### config.mk
export PLATFORM = sky130hd
export DESIGN_NAME = bpsc_state_ctrl
export DESIGN_NICKNAME = d
export VERILOG_FILES = /design/src/verilog/bpsc_pkg.sv /design/src/verilog/bpsc_state_ctrl.sv
export SDC_FILE = /design/constraint.sdc
export NUM_CORES = 1
export LEC_CHECK = 0
export BUFFER_PORTS_ARGS = -buffer_cell sky130_fd_sc_hd__buf_4
export CAP_MARGIN = 10
export CORE_MARGIN = 4
export CORE_UTILIZATION = 50
export CTS_CLUSTER_DIAMETER = 60
export DETAILED_ROUTE_END_ITERATION = 10
export GPL_TIMING_DRIVEN = 0
export MAX_ROUTING_LAYER = met4
export PLACE_DENSITY_LB_ADDON = 0.05
export REMOVE_ABC_BUFFERS = 1
export SYNTH_ARGS = -nofsm -noshare
export SYNTH_HDL_FRONTEND = slang
export SYNTH_SLANG_ARGS = --single-unit
### constraint.sdc
create_clock -name pclk -period 4.3 [get_ports pclk]
set_input_delay 0.43 -clock pclk [delete_from_list [all_inputs] [get_ports pclk]]
set_output_delay 0.43 -clock pclk [all_outputs]
set_load 0.01 [all_outputs]
### src/verilog/bpsc_pkg.sv
// Constants, states and carriers of the cell protection state controller
package bpsc_pkg;
  // ****************************************
  // Clock and delay timing
  // ****************************************
  localparam int  CLK_HZ       = 40_000_000;
  localparam int  TICK_HZ      = 8_000;
  localparam int  TICK_DIV_DEF = (CLK_HZ + TICK_HZ - 1) / TICK_HZ;
  localparam int  DIV_W        = 13;
  localparam int  TW           = 14;
  localparam real OC_DLY_S     = 1.0;
  localparam int  OD_DLY_MS    = 64;
  localparam int  DOC_DLY_MS   = 8;
  localparam int  COC_DLY_MS   = 8;
  localparam int  SC_DLY_US    = 250;
  localparam int  OC_TICKS     = int'(OC_DLY_S * TICK_HZ);
  localparam int  OD_TICKS     = (OD_DLY_MS * TICK_HZ + 999) / 1000;
  localparam int  DOC_TICKS    = (DOC_DLY_MS * TICK_HZ + 999) / 1000;
  localparam int  COC_TICKS    = (COC_DLY_MS * TICK_HZ + 999) / 1000;
  localparam int  SC_TICKS     = (SC_DLY_US * TICK_HZ + 999_999) / 1_000_000;
  // Timer slots
  localparam int  T_OC  = 0;
  localparam int  T_OD  = 1;
  localparam int  T_DOC = 2;
  localparam int  T_SC  = 3;
  localparam int  T_COC = 4;
  localparam int  NT    = 5;

  // ****************************************
  // Register map
  // ****************************************
  localparam logic [11:0] CTRL_OFS  = 12'h000;
  localparam logic [11:0] STAT_OFS  = 12'h004;
  localparam logic [31:0] CTRL_RST  = 32'h00000001;
  localparam int          ZV_EN_BIT = 0;
  localparam int          ST_LSB    = 0;
  localparam int          SW_LSB    = 4;
  localparam int          CMP_LSB   = 12;

  // ****************************************
  // States and carriers
  // ****************************************
  typedef enum logic [2:0] {
    ST_INIT    = 3'b000,
    ST_NORMAL  = 3'b001,
    ST_OVERCHG = 3'b010,
    ST_OVERDIS = 3'b011,
    ST_DOC     = 3'b100,
    ST_SHORT   = 3'b101,
    ST_COC     = 3'b110,
    ST_ZEROV   = 3'b111
  } bpsc_state_t;

  typedef struct packed {
    logic cell_over_ocd;
    logic cell_under_ocr;
    logic cell_under_odd;
    logic cell_over_odr;
    logic sense_ge_doc;
    logic sense_ge_short;
    logic sense_lt_coc;
    logic sense_lt_diode;
    logic charger_ge_zv;
  } bpsc_cmp_t;

  typedef struct packed {
    logic charge_en;
    logic discharge_en;
    logic sense_pullup_en;
    logic sense_pulldown_en;
    logic charge_gate_hold;
  } bpsc_sw_t;
endpackage

### src/verilog/bpsc_state_ctrl.sv
// Protection state machine, delay timers and APB register slave
// What this block does
// Normal state: cell and sense inside windows, both switches enabled.
// Cell above overcharge level for its delay: charge off, overcharge state.
// Overcharge and charge over-current states: both sense resistors off.
// Overcharge, sense in window: release when cell below release level.
// Overcharge, sense at discharge level: release when cell below detect.
// Cell above overcharge detect level blocks discharge over-current and short detection.
// Charger seen in overcharge: hold until sense rises on its removal.
// Cell below over-discharge level for delay: discharge off, pull-up on.
// Over-discharge, sense below diode level: release at detect level.
// Over-discharge, charger present, sense not below diode level: release at release level.
// Sense at discharge over-current level for delay: discharge off.
// Discharge over-current: pull-down on, pull-up off.
// Discharge over-current clears when sense falls below its level.
// Sense at short level for delay: discharge off, pull-down on.
// Over-current with cell low past over-discharge delay: over-discharge.
// Sense below charge over-current level for delay: charge off.
// Charge over-current clears when sense rises back to its level.
// No charge over-current detection in over-discharge state.
// Zero-volt charging: charge gate held on, discharge switch off.
// Zero-volt charging ends in normal at over-discharge release level.
// Zero-volt charging outranks charge over-current while cell is low.
// All delays count ticks of an 8 kHz divided clock.
// Overcharge delay is 1.0 s.
// Other delays 64 ms, 8 ms, 8 ms, 250 us; restart on condition loss.
// Start with discharge off; normal after charger puts sense in window.
`timescale 1ns/1ps
module bpsc_state_ctrl #(
  parameter int TICK_DIV  = bpsc_pkg::TICK_DIV_DEF,
  parameter int OC_LIM    = bpsc_pkg::OC_TICKS,
  parameter int OD_LIM    = bpsc_pkg::OD_TICKS,
  parameter int DOC_LIM   = bpsc_pkg::DOC_TICKS,
  parameter int SC_LIM    = bpsc_pkg::SC_TICKS,
  parameter int COC_LIM   = bpsc_pkg::COC_TICKS
) (
  input  wire logic               pclk,
  input  wire logic               presetn,
  input  wire logic               psel,
  input  wire logic               penable,
  input  wire logic               pwrite,
  input  wire logic [11:0]        paddr,
  input  wire logic [31:0]        pwdata,
  output logic [31:0]             prdata,
  output logic                    pready,
  output logic                    pslverr,
  input  wire bpsc_pkg::bpsc_cmp_t cmp,
  output bpsc_pkg::bpsc_sw_t      sw
);
  import bpsc_pkg::*;

  // ****************************************
  // Declarations
  // ****************************************
  bpsc_state_t      state_r;
  bpsc_state_t      state_nxt;
  bpsc_sw_t         sw_r;
  logic             chg_seen_r;
  logic [DIV_W-1:0] div_r;
  logic             tick;
  logic [TW-1:0]    tmr_r [NT];
  logic [TW-1:0]    lim   [NT];
  logic [NT-1:0]    cond;
  logic [NT-1:0]    hit;
  logic [31:0]      ctrl_r;
  logic [31:0]      prdata_r;
  logic             zv_en;
  logic             in_win;
  logic             run_od;

  assign lim[T_OC]  = TW'(OC_LIM);
  assign lim[T_OD]  = TW'(OD_LIM);
  assign lim[T_DOC] = TW'(DOC_LIM);
  assign lim[T_SC]  = TW'(SC_LIM);
  assign lim[T_COC] = TW'(COC_LIM);
  assign zv_en      = ctrl_r[ZV_EN_BIT];
  assign in_win     = !cmp.sense_lt_coc && !cmp.sense_ge_doc;

  // Saturating tick counter, cleared when its condition drops
  function automatic logic [TW-1:0] tmr_step(input logic [TW-1:0] c,
                                             input logic          en,
                                             input logic          tk,
                                             input logic [TW-1:0] l);
    if (!en) begin
      return '0;
    end
    if (tk && (c < l)) begin
      return TW'(c + 1'b1);
    end
    return c;
  endfunction

  // Switch and resistor settings of each state
  function automatic bpsc_sw_t sw_of(input bpsc_state_t s);
    bpsc_sw_t o;
    o = '0;
    case (s)
      ST_INIT:    o.charge_en = 1'b1;
      ST_NORMAL: begin
        o.charge_en    = 1'b1;
        o.discharge_en = 1'b1;
      end
      ST_OVERCHG: o.discharge_en = 1'b1;
      ST_OVERDIS: begin
        o.charge_en       = 1'b1;
        o.sense_pullup_en = 1'b1;
      end
      ST_DOC, ST_SHORT: begin
        o.charge_en         = 1'b1;
        o.sense_pulldown_en = 1'b1;
      end
      ST_COC:     o.discharge_en = 1'b1;
      ST_ZEROV: begin
        o.charge_en        = 1'b1;
        o.charge_gate_hold = 1'b1;
      end
      default:    o = '0;
    endcase
    return o;
  endfunction

  // ****************************************
  // Delay clock divider
  // ****************************************
  always_ff @(posedge pclk or negedge presetn) begin
    if (!presetn) begin
      div_r <= '0;
    end else if (tick) begin
      div_r <= '0;
    end else begin
      div_r <= DIV_W'(div_r + 1'b1);
    end
  end
  assign tick = (div_r == DIV_W'(TICK_DIV - 1));

  // ****************************************
  // Detection timers
  // ****************************************
  assign run_od = (state_r == ST_NORMAL) || (state_r == ST_DOC) ||
                  (state_r == ST_SHORT);
  always_comb begin
    cond        = '0;
    cond[T_OC]  = (state_r == ST_NORMAL) && cmp.cell_over_ocd;
    cond[T_OD]  = run_od && cmp.cell_under_odd;
    cond[T_DOC] = (state_r == ST_NORMAL) && cmp.sense_ge_doc &&
                  !cmp.cell_over_ocd;
    cond[T_SC]  = (state_r == ST_NORMAL) && cmp.sense_ge_short &&
                  !cmp.cell_over_ocd;
    cond[T_COC] = (state_r == ST_NORMAL) && cmp.sense_lt_coc &&
                  !cmp.cell_under_odd;
  end

  always_ff @(posedge pclk or negedge presetn) begin
    if (!presetn) begin
      for (int i = 0; i < NT; i++) begin
        tmr_r[i] <= '0;
      end
    end else begin
      for (int i = 0; i < NT; i++) begin
        tmr_r[i] <= tmr_step(tmr_r[i], cond[i], tick, lim[i]);
      end
    end
  end

  always_comb begin
    for (int i = 0; i < NT; i++) begin
      hit[i] = cond[i] && (tmr_r[i] == lim[i]);
    end
  end

  // ****************************************
  // Protection state machine
  // ****************************************
  always_comb begin
    state_nxt = state_r;
    case (state_r)
      ST_INIT: begin
        if (zv_en && cmp.charger_ge_zv && cmp.cell_under_odd) begin
          state_nxt = ST_ZEROV;
        end else if (cmp.charger_ge_zv && in_win) begin
          state_nxt = ST_NORMAL;
        end
      end
      ST_NORMAL: begin
        if (hit[T_SC]) begin
          state_nxt = ST_SHORT;
        end else if (hit[T_DOC]) begin
          state_nxt = ST_DOC;
        end else if (hit[T_COC]) begin
          state_nxt = ST_COC;
        end else if (hit[T_OD]) begin
          state_nxt = ST_OVERDIS;
        end else if (hit[T_OC]) begin
          state_nxt = ST_OVERCHG;
        end
      end
      ST_OVERCHG: begin
        if (chg_seen_r || cmp.sense_lt_coc) begin
          if (!cmp.sense_lt_coc && chg_seen_r) begin
            state_nxt = ST_NORMAL;
          end
        end else if (cmp.sense_ge_doc) begin
          if (!cmp.cell_over_ocd) begin
            state_nxt = ST_NORMAL;
          end
        end else if (cmp.cell_under_ocr) begin
          state_nxt = ST_NORMAL;
        end
      end
      ST_OVERDIS: begin
        if (cmp.sense_lt_diode && !cmp.cell_under_odd) begin
          state_nxt = ST_NORMAL;
        end else if (cmp.charger_ge_zv && !cmp.sense_lt_diode &&
                     cmp.cell_over_odr) begin
          state_nxt = ST_NORMAL;
        end
      end
      ST_DOC, ST_SHORT: begin
        if (hit[T_OD]) begin
          state_nxt = ST_OVERDIS;
        end else if (!cmp.sense_ge_doc) begin
          state_nxt = ST_NORMAL;
        end
      end
      ST_COC: begin
        if (!cmp.sense_lt_coc) begin
          state_nxt = ST_NORMAL;
        end
      end
      ST_ZEROV: begin
        if (cmp.cell_over_odr) begin
          state_nxt = ST_NORMAL;
        end
      end
      default:    state_nxt = ST_INIT;
    endcase
  end

  always_ff @(posedge pclk or negedge presetn) begin
    if (!presetn) begin
      state_r <= ST_INIT;
    end else begin
      state_r <= state_nxt;
    end
  end

  always_ff @(posedge pclk or negedge presetn) begin
    if (!presetn) begin
      sw_r <= sw_of(ST_INIT);
    end else begin
      sw_r <= sw_of(state_nxt);
    end
  end
  assign sw = sw_r;

  // Charger seen during overcharge; set wins over clear
  always_ff @(posedge pclk or negedge presetn) begin
    if (!presetn) begin
      chg_seen_r <= 1'b0;
    end else if ((state_r == ST_OVERCHG) && cmp.sense_lt_coc) begin
      chg_seen_r <= 1'b1;
    end else if (state_nxt != ST_OVERCHG) begin
      chg_seen_r <= 1'b0;
    end
  end

  // ****************************************
  // APB slave
  // ****************************************
  logic acc;
  logic hit_ctrl;
  logic hit_stat;
  assign acc      = psel && penable;
  assign hit_ctrl = (paddr == CTRL_OFS);
  assign hit_stat = (paddr == STAT_OFS);
  assign pready   = 1'b1;
  assign pslverr  = acc && !hit_ctrl && !hit_stat;

  always_ff @(posedge pclk or negedge presetn) begin
    if (!presetn) begin
      ctrl_r <= CTRL_RST;
    end else if (acc && pwrite && hit_ctrl) begin
      ctrl_r <= {31'h00000000, pwdata[ZV_EN_BIT]};
    end
  end

  always_ff @(posedge pclk or negedge presetn) begin
    if (!presetn) begin
      prdata_r <= '0;
    end else if (psel && !penable && !pwrite) begin
      prdata_r <= '0;
      if (hit_ctrl) begin
        prdata_r <= ctrl_r;
      end else if (hit_stat) begin
        prdata_r[ST_LSB +: 3]   <= state_r;
        prdata_r[SW_LSB +: 5]   <= sw_r;
        prdata_r[CMP_LSB +: 9]  <= cmp;
      end
    end
  end
  assign prdata = prdata_r;

  // ****************************************
  // Checks
  // ****************************************
  chk_normal_both_on: assert property (
    @(posedge pclk) disable iff (!presetn)
    (state_r == ST_NORMAL) |-> (sw.charge_en && sw.discharge_en))
    else $error("normal state without both switches");

  chk_oc_entry: assert property (
    @(posedge pclk) disable iff (!presetn)
    (state_r == ST_NORMAL && hit[T_OC] && !(|hit[T_COC:T_OD]))
    |=> (state_r == ST_OVERCHG && !sw.charge_en))
    else $error("overcharge not entered");

  chk_oc_pulls_off: assert property (
    @(posedge pclk) disable iff (!presetn)
    (state_r == ST_OVERCHG || state_r == ST_COC)
    |-> !(sw.sense_pullup_en || sw.sense_pulldown_en))
    else $error("sense resistor on in charge trip");

  chk_doc_block: assert property (
    @(posedge pclk) disable iff (!presetn)
    (cmp.cell_over_ocd && $past(cmp.cell_over_ocd))
    |-> (tmr_r[T_DOC] == '0 && tmr_r[T_SC] == '0))
    else $error("over-current timer ran above overcharge level");

  chk_od_pullup: assert property (
    @(posedge pclk) disable iff (!presetn)
    $rose(state_r == ST_OVERDIS)
    |-> (!sw.discharge_en && sw.sense_pullup_en))
    else $error("over-discharge settings wrong");

  chk_doc_release: assert property (
    @(posedge pclk) disable iff (!presetn)
    (state_r == ST_DOC && !cmp.sense_ge_doc && !hit[T_OD])
    |=> (state_r == ST_NORMAL))
    else $error("discharge over-current not released");

  chk_doc_pulls: assert property (
    @(posedge pclk) disable iff (!presetn)
    (state_r == ST_DOC)
    |-> (sw.sense_pulldown_en && !sw.sense_pullup_en && !sw.discharge_en))
    else $error("discharge over-current settings wrong");

  chk_coc_idle_od: assert property (
    @(posedge pclk) disable iff (!presetn)
    (state_r == ST_OVERDIS && $past(state_r) == ST_OVERDIS)
    |-> (tmr_r[T_COC] == '0))
    else $error("charge over-current timer ran in over-discharge");

  chk_tick_spacing: assert property (
    @(posedge pclk) disable iff (!presetn)
    tick |=> !tick [*2])
    else $error("delay ticks too close");

  chk_zv_gate: assert property (
    @(posedge pclk) disable iff (!presetn)
    (state_r == ST_ZEROV)
    |-> (sw.charge_gate_hold && sw.charge_en && !sw.discharge_en))
    else $error("zero-volt charge settings wrong");
endmodule
* After elaboration in Yosys (flattened, before gate mapping)
Index checks and enable logic that the tools add are counted.
** Storage, ports and cells
- Register bits :: 114
- Input bits :: 58
- Output and inout port bits :: 39
- Logic and storage cells :: 170
** Operators by class
- Add/subtract/negate cells :: 6
- $lt $le $gt $ge :: 5
- Equal/unequal tests :: 27
- Multiplexer cells :: 63
- Reduce and logical (&&, ||, !) cells :: 54
** Operator list (number)
- 14-bit 2-to-1 mux :: 20
- 14-bit by 1-bit adder with 14-bit output (second input constant) :: 5
- 3-bit 2-to-1 mux :: 20
- 1-bit logical AND :: 34
- 14-bit by 7-bit == test with 1-bit output (second input constant) :: 2
- 14-bit by 7-bit less-than comparator with 1-bit output (second input constant) :: 2
- 3-bit == test (second input constant) :: 8
- 3-bit one-hot mux with 7 select lines :: 1
- 9-bit 2-to-1 mux :: 2
- 1-bit 2-to-1 mux :: 17
- 14-bit by 10-bit == test with 1-bit output (second input constant) :: 1
- 14-bit by 13-bit == test with 1-bit output (second input constant) :: 1
- 14-bit by 2-bit == test with 1-bit output (second input constant) :: 1
- 14-bit by 10-bit less-than comparator with 1-bit output (second input constant) :: 1
- 14-bit by 13-bit less-than comparator with 1-bit output (second input constant) :: 1
- 14-bit by 2-bit less-than comparator with 1-bit output (second input constant) :: 1
- 13-bit by 1-bit adder with 13-bit output (second input constant) :: 1
- 13-bit == test (second input constant) :: 1
- 13-bit 2-to-1 mux :: 1
- 12-bit by 3-bit == test with 1-bit output (second input constant) :: 1
- 3-bit by 2-bit == test with 1-bit output (second input constant) :: 4
- 12-bit zero test :: 1
- 5-bit 2-to-1 mux :: 2
- 2-bit by 1-bit inequality test with 1-bit output (second input constant) :: 5
- other kinds (9) :: 22

* Depth between registers and ports, before layout
Gate-level depths: netlist of run 1.
- Depth after elaboration :: 13
- Depth in mapped cells :: 8
- Depth with buffers taken out :: 8

* Worst setup path before layout of run 1
Ideal clock, no wire load.
- Path type :: register to register
- Start :: register div_r[0]
- End :: register tmr_r[48] (netlist name)
- Library setup time :: 132 ps
- Data arrival time :: 2041 ps
- Required time :: 4168 ps
- Setup slack :: 2128 ps
- Stages on the path, launching flop included :: 8
- Path buffers :: 0
- Clock period less this slack :: 2172 ps
- Cells stage by stage :: dfrtp_1 ha_1 and4bb_2 nand4_1 or4_1 or3_1 xor2_1 nor2_1
** On the way
- Word-level cells in the longest chain between the ends :: 5
** Ends and longest elaborated chain
- start, declared :: line bpsc_state_ctrl.sv:59 : logic [DIV_W-1:0] div_r;
- start signal, assigned :: line bpsc_state_ctrl.sv:131 : div_r <= DIV_W'(div_r + 1'b1);
- 13-bit == test (*) :: line bpsc_state_ctrl.sv:134 : assign tick = (div_r == DIV_W'(TICK_DIV - 1));
- 1-bit logical AND (*) :: line bpsc_state_ctrl.sv:87 : if (tk && (c < l)) begin
- 1-bit 2-to-1 mux / 14-bit 2-to-1 mux (equally long branches) :: line bpsc_state_ctrl.sv:87
- 1-bit 2-to-1 mux / 14-bit 2-to-1 mux (equally long branches) :: line bpsc_state_ctrl.sv:87, bpsc_state_ctrl.sv:90
- 2-bit by 1-bit inequality test with 1-bit output (no line) / 14-bit 2-to-1 mux (equally long branches)
- end signal, assigned by index :: line bpsc_state_ctrl.sv:160 : tmr_r[i] <= tmr_step(tmr_r[i], cond[i], tick, lim[i]);
- end, declared :: line bpsc_state_ctrl.sv:61 : logic [TW-1:0] tmr_r [NT];
Mark *: on every way between the ends. The rest lies on a longest branch, timed or not. The select of a mux whose other input is x is not followed.
A chain may end at the register's enable or synchronous reset.

* Worst setup path after layout of run 1
- Start :: register state_r[1]
- End :: register chg_seen_r
** On the way
- Word-level cells in the longest chain between the ends :: 12
** Ends and longest elaborated chain
- start, declared :: line bpsc_state_ctrl.sv:55 : bpsc_state_t state_r;
- start signal, assigned :: line bpsc_state_ctrl.sv:243 : state_r <= state_nxt;
- 3-bit by 1-bit == test with 1-bit output / 3-bit == test (equally long branches)
- 1-bit logical OR (2 in a row) :: line bpsc_state_ctrl.sv:139 : assign run_od = (state_r == ST_NORMAL) || (state_r == ST_DOC) ||
- 1-bit logical AND :: line bpsc_state_ctrl.sv:144 : cond[T_OD] = run_od && cmp.cell_under_odd;
- 1-bit logical AND :: line bpsc_state_ctrl.sv:167 : hit[i] = cond[i] && (tmr_r[i] == lim[i]);
- 3-bit 2-to-1 mux :: line bpsc_state_ctrl.sv:191 : end else if (hit[T_OD]) begin
- 3-bit 2-to-1 mux :: line bpsc_state_ctrl.sv:189 : end else if (hit[T_COC]) begin
- 3-bit 2-to-1 mux :: line bpsc_state_ctrl.sv:187 : end else if (hit[T_DOC]) begin
- 3-bit 2-to-1 mux :: line bpsc_state_ctrl.sv:185 : if (hit[T_SC]) begin
- 3-bit one-hot mux with 7 select lines :: line bpsc_state_ctrl.sv:176 : case (state_r)
- 3-bit by 2-bit inequality test with 1-bit output :: line bpsc_state_ctrl.sv:262 : end else if (state_nxt != ST_OVERCHG) begin
- 2-bit nonzero test (no line)
- end signal, assigned :: line bpsc_state_ctrl.sv:259 : chg_seen_r <= 1'b0;
- end signal, assigned :: line bpsc_state_ctrl.sv:261 : chg_seen_r <= 1'b1;
- end signal, assigned :: line bpsc_state_ctrl.sv:263 : chg_seen_r <= 1'b0;
- end, declared :: line bpsc_state_ctrl.sv:58 : logic chg_seen_r;
Several ways; a longest one is shown, not always the timed one.

==> impl_metrics.tcl, run 1 <==
set metrics [dict create \
    area_delta_synth_final_pct 12.52 \
    synth.distinct_cells 63 \
    io_buffers 49 \
    p_leak_nw 2.801 \
    fin_nets 608 \
    drt_wl_total_mm 9.954 \
    grt_pass1_vias 3591 \
    instances_no_fill 680 \
    coreArea_sq_um 10280 \
    clkTransAtPathRegs_ps 100 \
    min_period_over_period_pct 61.13 \
    insertion_delay_ps 390 \
    wire_per_inst_um 14.64 \
    cts_sinks 110 \
    worstSetupEndpointType "flop" \
    fp.dieArea_sq_um 12190 \
    synth_edf_count 0 \
    synthCells 492 \
    start_kind "flop" \
    grt_setup_unrepaired "no" \
    die_x_um 110.4 \
    powerDensity_nw_per_um2 358.5 \
    crit_arrival_ps 2920 \
    fp.dieH_um 110.4 \
    cap_violations 0 \
    grt_max_degree 75 \
    yosys_warnings 0 \
    numCtsBuffers 9 \
    hpwl_mm 6.955 \
    io_pins 97 \
    max_freq_ghz 0.3804 \
    slew_headroom_pct 50.02 \
    grt_usage_pct 17.73 \
    antenna_found_initial 0 \
    status "complete, no violations" \
    drc 0 \
    synth_async_sr_flop_share_pct 100.0 \
    core.rowCount 37 \
    drtIter0Drc 142 \
    most-common-layout-cells "dfrtp_1, nor2_1, buf_4" \
    critical_path_class "flop to flop" \
    required_ps 4590 \
    detail-route-antenna-nets 0 \
    grt_pass1_wl_mm 17.51 \
    vias_per_cell 5.324 \
    dp.cells 663 \
    slew_viol_final 0 \
    ys_seq_area_share_pct 52.53 \
    final_common_cell "dfrtp_1" \
    worstPathMaxFanout 13 \
    setup_viol 0 \
    grt-ovfl-total 0 \
    via_count 3620 \
    p_total_mw 2.116 \
    worstMarginPinSlew_ps 748.1 \
    fin_util_pct 57.43 \
    stdcell_area_sq_um 5902 \
    hp-class "input port to flop" \
    synth_flop_cell "dfrtp_1" \
    ctsRootBufferMaster "clkbuf_8" \
    synth-seq-cells 110 \
    cts_setup_buffers 0 \
    dr.pass1.iters 5 \
    skew_ps 15.82 \
    cts.path.max_buffers 2 \
    fin_tns_setup_ps 0 \
    initial_core_util_pct 51.03 \
    globalplace.congestion 0.8104 \
    diodes 0 \
    finalHoldViolations 0 \
    place_area_sq_um 5705 \
    synth_area_sq_um 5245 \
    irDropWorstVdd_v 0.0002478 \
    period_needed_ps 2629 \
    cts-htree-levels 3 \
    avgSynthCellArea_sq_um 10.66 \
    cts_tree "yes" \
    drive_gt1_share_pct 17.65 \
]
[report_power, final]
group / switching (mW) / internal (mW)
clock network: 0.336 / 0.257
logic: 0.239 / 0.165
registers: 0.0505 / 1.07
[worst paths after layout]
check | slack (ps) | to | startpoint | depth (start not counted)
max | 1670 | chg_seen_r$_DFFE_PN0P_ | state_r[1]$_DFF_PN0_ | 6
min | 280 | prdata[19]$_DFFE_PN0P_ | cmp[7] | 2
max reg2reg | 1670 | chg_seen_r$_DFFE_PN0P_ | state_r[1]$_DFF_PN0_ | 6
min reg2reg | 490 | div_r[0]$_DFF_PN0_ | div_r[0]$_DFF_PN0_ | 1
max in group asynchronous | 3020 | tmr_r[12]$_DFFE_PN0P_ | presetn | 3
min in group asynchronous | 550 | prdata[1]$_DFFE_PN0P_ | presetn | 2
[kinds of logic (layout without fill, tap and decap cells)]
family / count (synthesis) / after routing / share of synthesized area [%]
adder cells (fa/ha/maj): 11 / 11 / 2.624
multiplexers: 4 / 4 / 0.7872
AO/OA/AOI/OAI: 51 / 51 / 7.252
AND/OR/NAND/NOR: 228 / 228 / 25.19
buffers and inverters: 46 / 84 / 4.795
other: 2 / 16 / 0.1432
XOR/XNOR: 40 / 40 / 6.679
flip-flops: 110 / 110 / 52.53
[sequential cells by signal, summed over array words and instances (netlist names)]
| signal | flops |
|---|---|
| chg_seen_r | 1 |
| ctrl_r | 1 |
| div_r | 13 |
| prdata | 17 |
| state_r | 3 |
| sw | 5 |
| tmr_r | 70 |
[synthesized netlist by cell type (3+ instances only)]
master	number	area, sq um
a22o_1	16	140.1
nor2_1	56	210.2
nand2b_1	3	18.77
mux2i_1	3	30.03
nor2_2	6	37.54
and2_1	14	87.58
a31oi_1	5	31.28
nand2_1	22	82.58
o21ai_0	5	25.02
nor3_1	8	40.04
xnor2_1	13	113.9
a21oi_1	8	40.04
nand3_1	14	70.07
clkbuf_1	9	33.78
nor4_1	12	75.07
buf_2	3	15.01
buf_4	16	120.1
nand4_1	21	131.4
nor2b_1	7	43.79
and3_1	32	200.2
ha_1	11	137.6
xor2_1	27	236.5
dfrtp_1	108	2703
or3_1	5	31.28
inv_1	15	56.30
[final cells by class]
class / count / area, sq um
Clock buffer: 13 / 168.9
Clock inverter: 3 / 17.52
Fill cell: 903 / 4375
Inverter: 15 / 56.30
Multi-Input combinational cell: 350 / 2302
Sequential cell: 110 / 2755
Tap cell: 136 / 170.2
Timing Repair Buffer: 53 / 431.7
[worst max-delay path: stages, from the launching register on]
cell and delay [ps]:
dfrtp_1 550, nor3b_4 550, nand4_1 300, or2_2 360, a211o_1 290, a2bb2o_1 340
o32ai_1 140
[repair_timing]
item                      CTS  global route
hold buffers                1             0
hold endpoints to repair   10             0
gates resized for setup     0             0
[through the flow]
stage	setup slack [ps]	hold slack [ps]
final	1671	275.4
after global routing	1415	255.8
after CTS	1633	253.6
after detailed placement	1643	432.6
after global placement	666.3	468.9
after floorplan	1681	134.4
[per-layer routing]
layer	GRT usage, %	vias up	wire length (um)
met5	-	-	0
met4	3.941	0	111
met3	5.589	8	558
met2	26.82	78	4407
met1	23.63	1735	4878
li1	-	1799	-
Power figures use the tool's default switching activity.
==> inputs of run 2 (changes only) <==
- ABC_AREA: not set -> 1
- clock period: 4.3 -> 2.7 ns (I/O delays scaled with it)
==> run 2 against run 1 <==
Core utilization rose by 2.1 points; via count is 29% higher; clock power grew 130%; design area is 11% higher; area after synthesis grew 9.7%; wire length increased by 16%; clock skew down 8.9 ps; count of clock-buffer cells in the layout is 1 higher; non-clock buffer count fell by 2; register-to-register slack worse by 1100 ps; total power is 86% higher; maximum frequency grew 23%.
==> impl_metrics.tcl, run 2 <==
set metrics [dict create \
    clkTransAtPathRegs_ps 70 \
    synth_async_sr_flop_share_pct 100.0 \
    post_cts_resize_count 0 \
    die_x_um 115.3 \
    cts_sinks 110 \
    io_pins 97 \
    irDropWorstVdd_v 0.0003904 \
    max_freq_ghz 0.4680 \
    cts_setup_buffers 0 \
    coreArea_sq_um 11030 \
    synth_area_leaders "dfrtp_1, inv_1, nor2_1, nand2_1, nand3_1" \
    synth_edf_count 0 \
    fin_util_pct 59.48 \
    drtIter0Drc 398 \
    yosys.area.top_type "dfrtp_1" \
    dr.pass1.iters 5 \
    clkPwrFrac_pct 35.1 \
    insertion_delay_ps 350 \
    switching_share_pct 29.52 \
    skew_ps 6.891 \
    synth_flop_cell "dfrtp_1" \
    slew_viol_final 0 \
    cap_violations 0 \
    regArea_sq_um 2755 \
    whs_ps 137.6 \
    vias_per_cell 5.054 \
    fp.dieArea_sq_um 13290 \
    period_needed_ps 2137 \
    diodes 0 \
    synthCells 721 \
    fin_nets 845 \
    required_ps 2940 \
    core.rowCount 38 \
    antenna_found_initial 0 \
    start_kind "flop" \
    drc 0 \
    p_sw_mw 1.159 \
    synth_area_sq_um 5754 \
    wire_per_inst_um 12.51 \
    synth_common_cells "inv_1, nor2_1, nand2_1" \
    synth.distinct_cells 42 \
    p_leak_nw 3.174 \
    critical_path_class "flop to flop" \
    grt-ovfl-total 0 \
    ctsRootBufferMaster "clkbuf_16" \
    io_buffers 49 \
    crit_arrival_ps 2370 \
    fp.dieH_um 115.3 \
    multiInputGateArea_sq_um 2437 \
    worstMarginPinSlew_ps 1147 \
    grt_max_degree 64 \
    cts-htree-levels 3 \
    grt_pass1_vias 4513 \
    globalplace.congestion 0.8476 \
    largest_reg_flops 70 \
    most-common-layout-cells "inv_1, nor2_1, nand2_1" \
    p_int_mw 2.766 \
    grt_pass1_wl_mm 20.04 \
    worstSetupEndpointType "flop" \
    area_delta_synth_final_pct 14.02 \
    p_total_mw 3.925 \
    seqPwrFrac_pct 45.3 \
    numCtsBuffers 9 \
    cts_tree "yes" \
    grt_setup_unrepaired "no" \
    detail-route-antenna-nets 0 \
    instances_no_fill 921 \
    synth-seq-cells 110 \
    cts.path.max_buffers 2 \
    grt_usage_pct 19.18 \
    power.share.combinational_pct 19.6 \
    avgSynthCellArea_sq_um 7.981 \
    hpwl_mm 8.727 \
    fin_tns_setup_ps 0 \
    worstPathMaxFanout 9 \
    status "complete, no violations" \
    min_period_over_period_pct 79.14 \
    slew_headroom_pct 23.29 \
    synth_top_cell_area_share_pct 46.97 \
    via_count 4655 \
    initial_core_util_pct 52.17 \
    setup_viol 0 \
    dp.cells 904 \
    drive_gt1_share_pct 12.42 \
    fillCellCount 1010 \
    powerDensity_nw_per_um2 598.2 \
    hp-class "input port to flop" \
    largest_register "tmr_r" \
    finalHoldViolations 0 \
    ys_seq_area_share_pct 47.88 \
    drt_wl_total_mm 11.53 \
    yosys_warnings 0 \
]
## run 2: timing repair
action                                 CTS  global route
endpoints found under the hold margin   45             0
hold buffers                             1             0
setup endpoints to repair                0             0
## run 2: critical path, stage by stage, from the launching register on
cell,delay [ps]
dfrtp_1,370
ha_1,200
nand2_1,100
inv_2,80
nand2_2,70
nor3_4,550
inv_4,120
nor3_1,230
nand3_1,130
o21ai_1,130
a21oi_1,50
## run 2: power groups by stage
stage | Combinational [mW] | Clock (mW) | Sequential [mW]
floorplan | 0.512 | 0 | 1.81
global placement | 0.756 | 0 | 1.81
detailed placement | 0.771 | 0 | 1.81
CTS | 0.777 | 1.43 | 1.78
global route | 0.875 | 1.49 | 1.79
finish | 0.770 | 1.38 | 1.78
## run 2: worst paths after layout
check	startpoint	endpoint	slack, ps	depth (start not counted)
min in group asynchronous	presetn	tmr_r[24]$_DFFE_PN0P_	470	2
worst max register to register	div_r[0]$_DFF_PN0_	tmr_r[5]$_DFFE_PN0P_	560	10
worst min register to register	prdata[16]$_DFFE_PN0P_	prdata[16]$_DFFE_PN0P_	480	2
max in group asynchronous	presetn	div_r[6]$_DFF_PN0_	1510	3
worst max-delay path	div_r[0]$_DFF_PN0_	tmr_r[5]$_DFFE_PN0P_	560	10
worst min-delay path	pwdata[0]	ctrl_r[0]$_DFFE_PN1P_	140	3
## run 2: per-layer routing
| layer | GRT usage (%) | vias up | part of all wire (%) |
|---|---|---|---|
| met3 | 3.263 | 14 | 5.0 |
| li1 | - | 2379 | - |
| met4 | 7.121 | 0 | 1.5 |
| met2 | 30.29 | 93 | 46 |
| met5 | - | - | 0 |
| met1 | 24.90 | 2169 | 47 |
## run 2: logic make-up after synthesis
logic type	after synthesis	share of synthesized area, %
flip-flops	110	47.88
adder cells (fa/ha/maj)	11	2.392
buffers and inverters	147	10.68
AND/OR/NAND/NOR	364	29.46
other	2	0.1305
AO/OA/AOI/OAI	78	8.089
XOR/XNOR	9	1.370
## run 2: through the flow
stage	setup WS (ps)	area (sq um)
floorplan	984.9	5668
global placement	620.7	6211
detailed placement	564.8	6238
CTS	552.3	6561
global route	320.0	6561
finish	563.2	6561
## run 2: layout make-up
| cell class | count | area share, % |
|---|---|---|
| Clock inverter | 2 | 0.5912 |
| Sequential cell | 110 | 41.99 |
| Multi-Input combinational cell | 478 | 37.15 |
| Timing Repair Buffer | 51 | 6.178 |
| Inverter | 126 | 7.246 |
| Clock buffer | 14 | 4.176 |
| Tap cell | 140 | 2.670 |
==> inputs of run 3 (changes only) <==
- clock period: 2.7 -> 2 ns (I/O delays scaled with it)
==> run 3 against run 2 <==
Design area up 1.5%; critical path depth rose by 3; sequential share of layout area down 0.60 points; clock skew about the same; worst setup slack worse by 390 ps; maximum frequency is 17% higher; non-clock buffer count increased by 9; hold slack lost 71 ps; flip-flop and latch count stayed put; cell count up 0.98%; via count rose by 2.0%; combinational power is 43% higher; critical endpoint is now chg_seen_r$_DFFE_PN0P_.
==> impl_metrics.tcl, run 3 (same netlist as run 2, synthesis figures left out) <==
set metrics [dict create \
    grt_usage_pct 19.24 \
    required_ps 2240 \
    grt_use_met2_pct 29.94 \
    fin_nets 854 \
    via_count 4747 \
    critPathMaxStageDelay_ps 520 \
    largest_register "tmr_r" \
    cts.path.max_buffers 2 \
    area_delta_synth_final_pct 15.74 \
    initial_core_util_pct 52.17 \
    cap_violations 0 \
    max_freq_ghz 0.5478 \
    dpl_worst_slack_ps -135.2 \
    grt_max_degree 64 \
    path_buf_inv 1 \
    slew_headroom_pct 22.58 \
    cts_sinks 110 \
    largest_reg_flops 70 \
    io_buffers 49 \
    vias_per_cell 5.104 \
    antenna_found_initial 0 \
    setup_viol 0 \
    cp.depth 13 \
    grt-busiest-layer "met2" \
    numCtsBuffers 9 \
    hpwl_mm 8.727 \
    critical_path_class "flop to flop" \
    fin_util_pct 60.38 \
    most-common-layout-cells "inv_1, nor2_1, nand2_1" \
    fp.dieArea_sq_um 13290 \
    diodes 0 \
    detail-route-antenna-nets 0 \
    min_period_over_period_pct 91.27 \
    finalHoldViolations 0 \
    coreArea_sq_um 11030 \
    wire_per_inst_um 12.66 \
    p_total_mw 5.369 \
    hold_depth 3 \
    fin_tns_setup_ps 0 \
    grt-ovfl-total 0 \
    grt_pass1_vias 4523 \
    irDropWorstVdd_v 0.0005317 \
    drtIter0Drc 378 \
    drc 0 \
    grt_pass1_wl_mm 20.12 \
    rr_startpoint "state_r[0]$_DFF_PN0_" \
    worstMarginPinSlew_ps 1158 \
    final_common_cell "inv_1" \
    slew_viol_final 0 \
    cp_top_family "simple AND/OR/NAND/NOR gates" \
    cts-htree-levels 3 \
    met3_usage_pct 3.105 \
    worstPathMaxFanout 10 \
    ctsRootBufferMaster "clkbuf_16" \
    hp-class "input port to flop" \
    holdCritStartpoint "pwdata[0]" \
    startpoint "state_r[0]$_DFF_PN0_" \
    crit_top_cell "nand2_1" \
    dp.cells 904 \
    cp_slowest_cell "dfrtp_1" \
    die_x_um 115.3 \
    core.rowCount 38 \
    clkTransAtPathRegs_ps 70 \
    start_kind "flop" \
    drive_gt1_share_pct 14.56 \
    p_leak_nw 3.222 \
    crit_path_cell_trace "inv_2, nand2_2, nand3_4, nor2_4, nand2_1, nand2_1, nand2_1, nand2_1, nand2_1, nand2_1, nand2_1, nand2_1, nand2_1" \
    globalplace.congestion 0.8476 \
    r2r_cells 13 \
    drt_wl_total_mm 11.77 \
    crit_arrival_ps 2070 \
    skew_ps 6.558 \
    period_needed_ps 1825 \
    powerDensity_nw_per_um2 806.2 \
    cts_tree "yes" \
    worstSetupEndpointType "flop" \
    dr.pass1.iters 5 \
    grt_util_met1_pct 25.20 \
    instances_no_fill 930 \
    finalWorstSetupSlack_ps 174.6 \
    io_pins 97 \
    status "complete, no violations" \
    fp.dieH_um 115.3 \
    insertion_delay_ps 350 \
]
[run 3: tightest hold or removal path, stage by stage]
cell	delay (ps)
buf_4	80
nand2_1	40
o21ai_0	70
[run 3: what timing repair did]
action / in CTS / in global routing
pin swaps: 2 / 3
gates resized for setup: 0 / 10
setup buffers: 5 / 4
hold buffers: 1 / 0
endpoints found under the hold margin: 45 / 0
cloned: 0 / 0
setup endpoints to repair: 19 / 16
[run 3: final timing paths]
| check | end | slack [ps] |
|---|---|---|
| hold reg to reg | prdata[15]$_DFFE_PN0P_ | 490 |
| setup / recovery | chg_seen_r$_DFFE_PN0P_ | 170 |
| setup reg to reg | chg_seen_r$_DFFE_PN0P_ | 170 |
| min in group asynchronous | tmr_r[24]$_DFFE_PN0P_ | 400 |
| hold / removal | ctrl_r[0]$_DFFE_PN1P_ | 70 |
| max in group asynchronous | div_r[6]$_DFF_PN0_ | 880 |
[run 3: cell type report]
class / count / area (sq um)
multi-input combinational: 478 / 2465
fill: 1007 / 4370
tap: 140 / 175.2
sequential: 110 / 2756
clock buffer: 14 / 274.0
clock inverter: 2 / 38.79
timing repair buffer: 60 / 473.0
inverter: 126 / 478.0
[run 3: where the power goes]
part	total [mW]	switching (mW)	internal [mW]
sequential	2.40	0.0874	2.32
combinational	1.10	0.725	0.372
clock	1.87	0.787	1.08
[run 3: through the flow]
step                hold WS [ps]  cell area, sq um
global placement           425.7              6211
CTS                        67.87              6599
finish                     66.87              6660
detailed placement         259.6              6238
floorplan                 -95.59              5668
global route               85.47              6660
[run 3: routing by layer]
layer,vias to the layer above,wire (um)
met5,-,0
li1,2404,-
met3,19,557
met4,0,243
met2,99,5508
met1,2225,5461
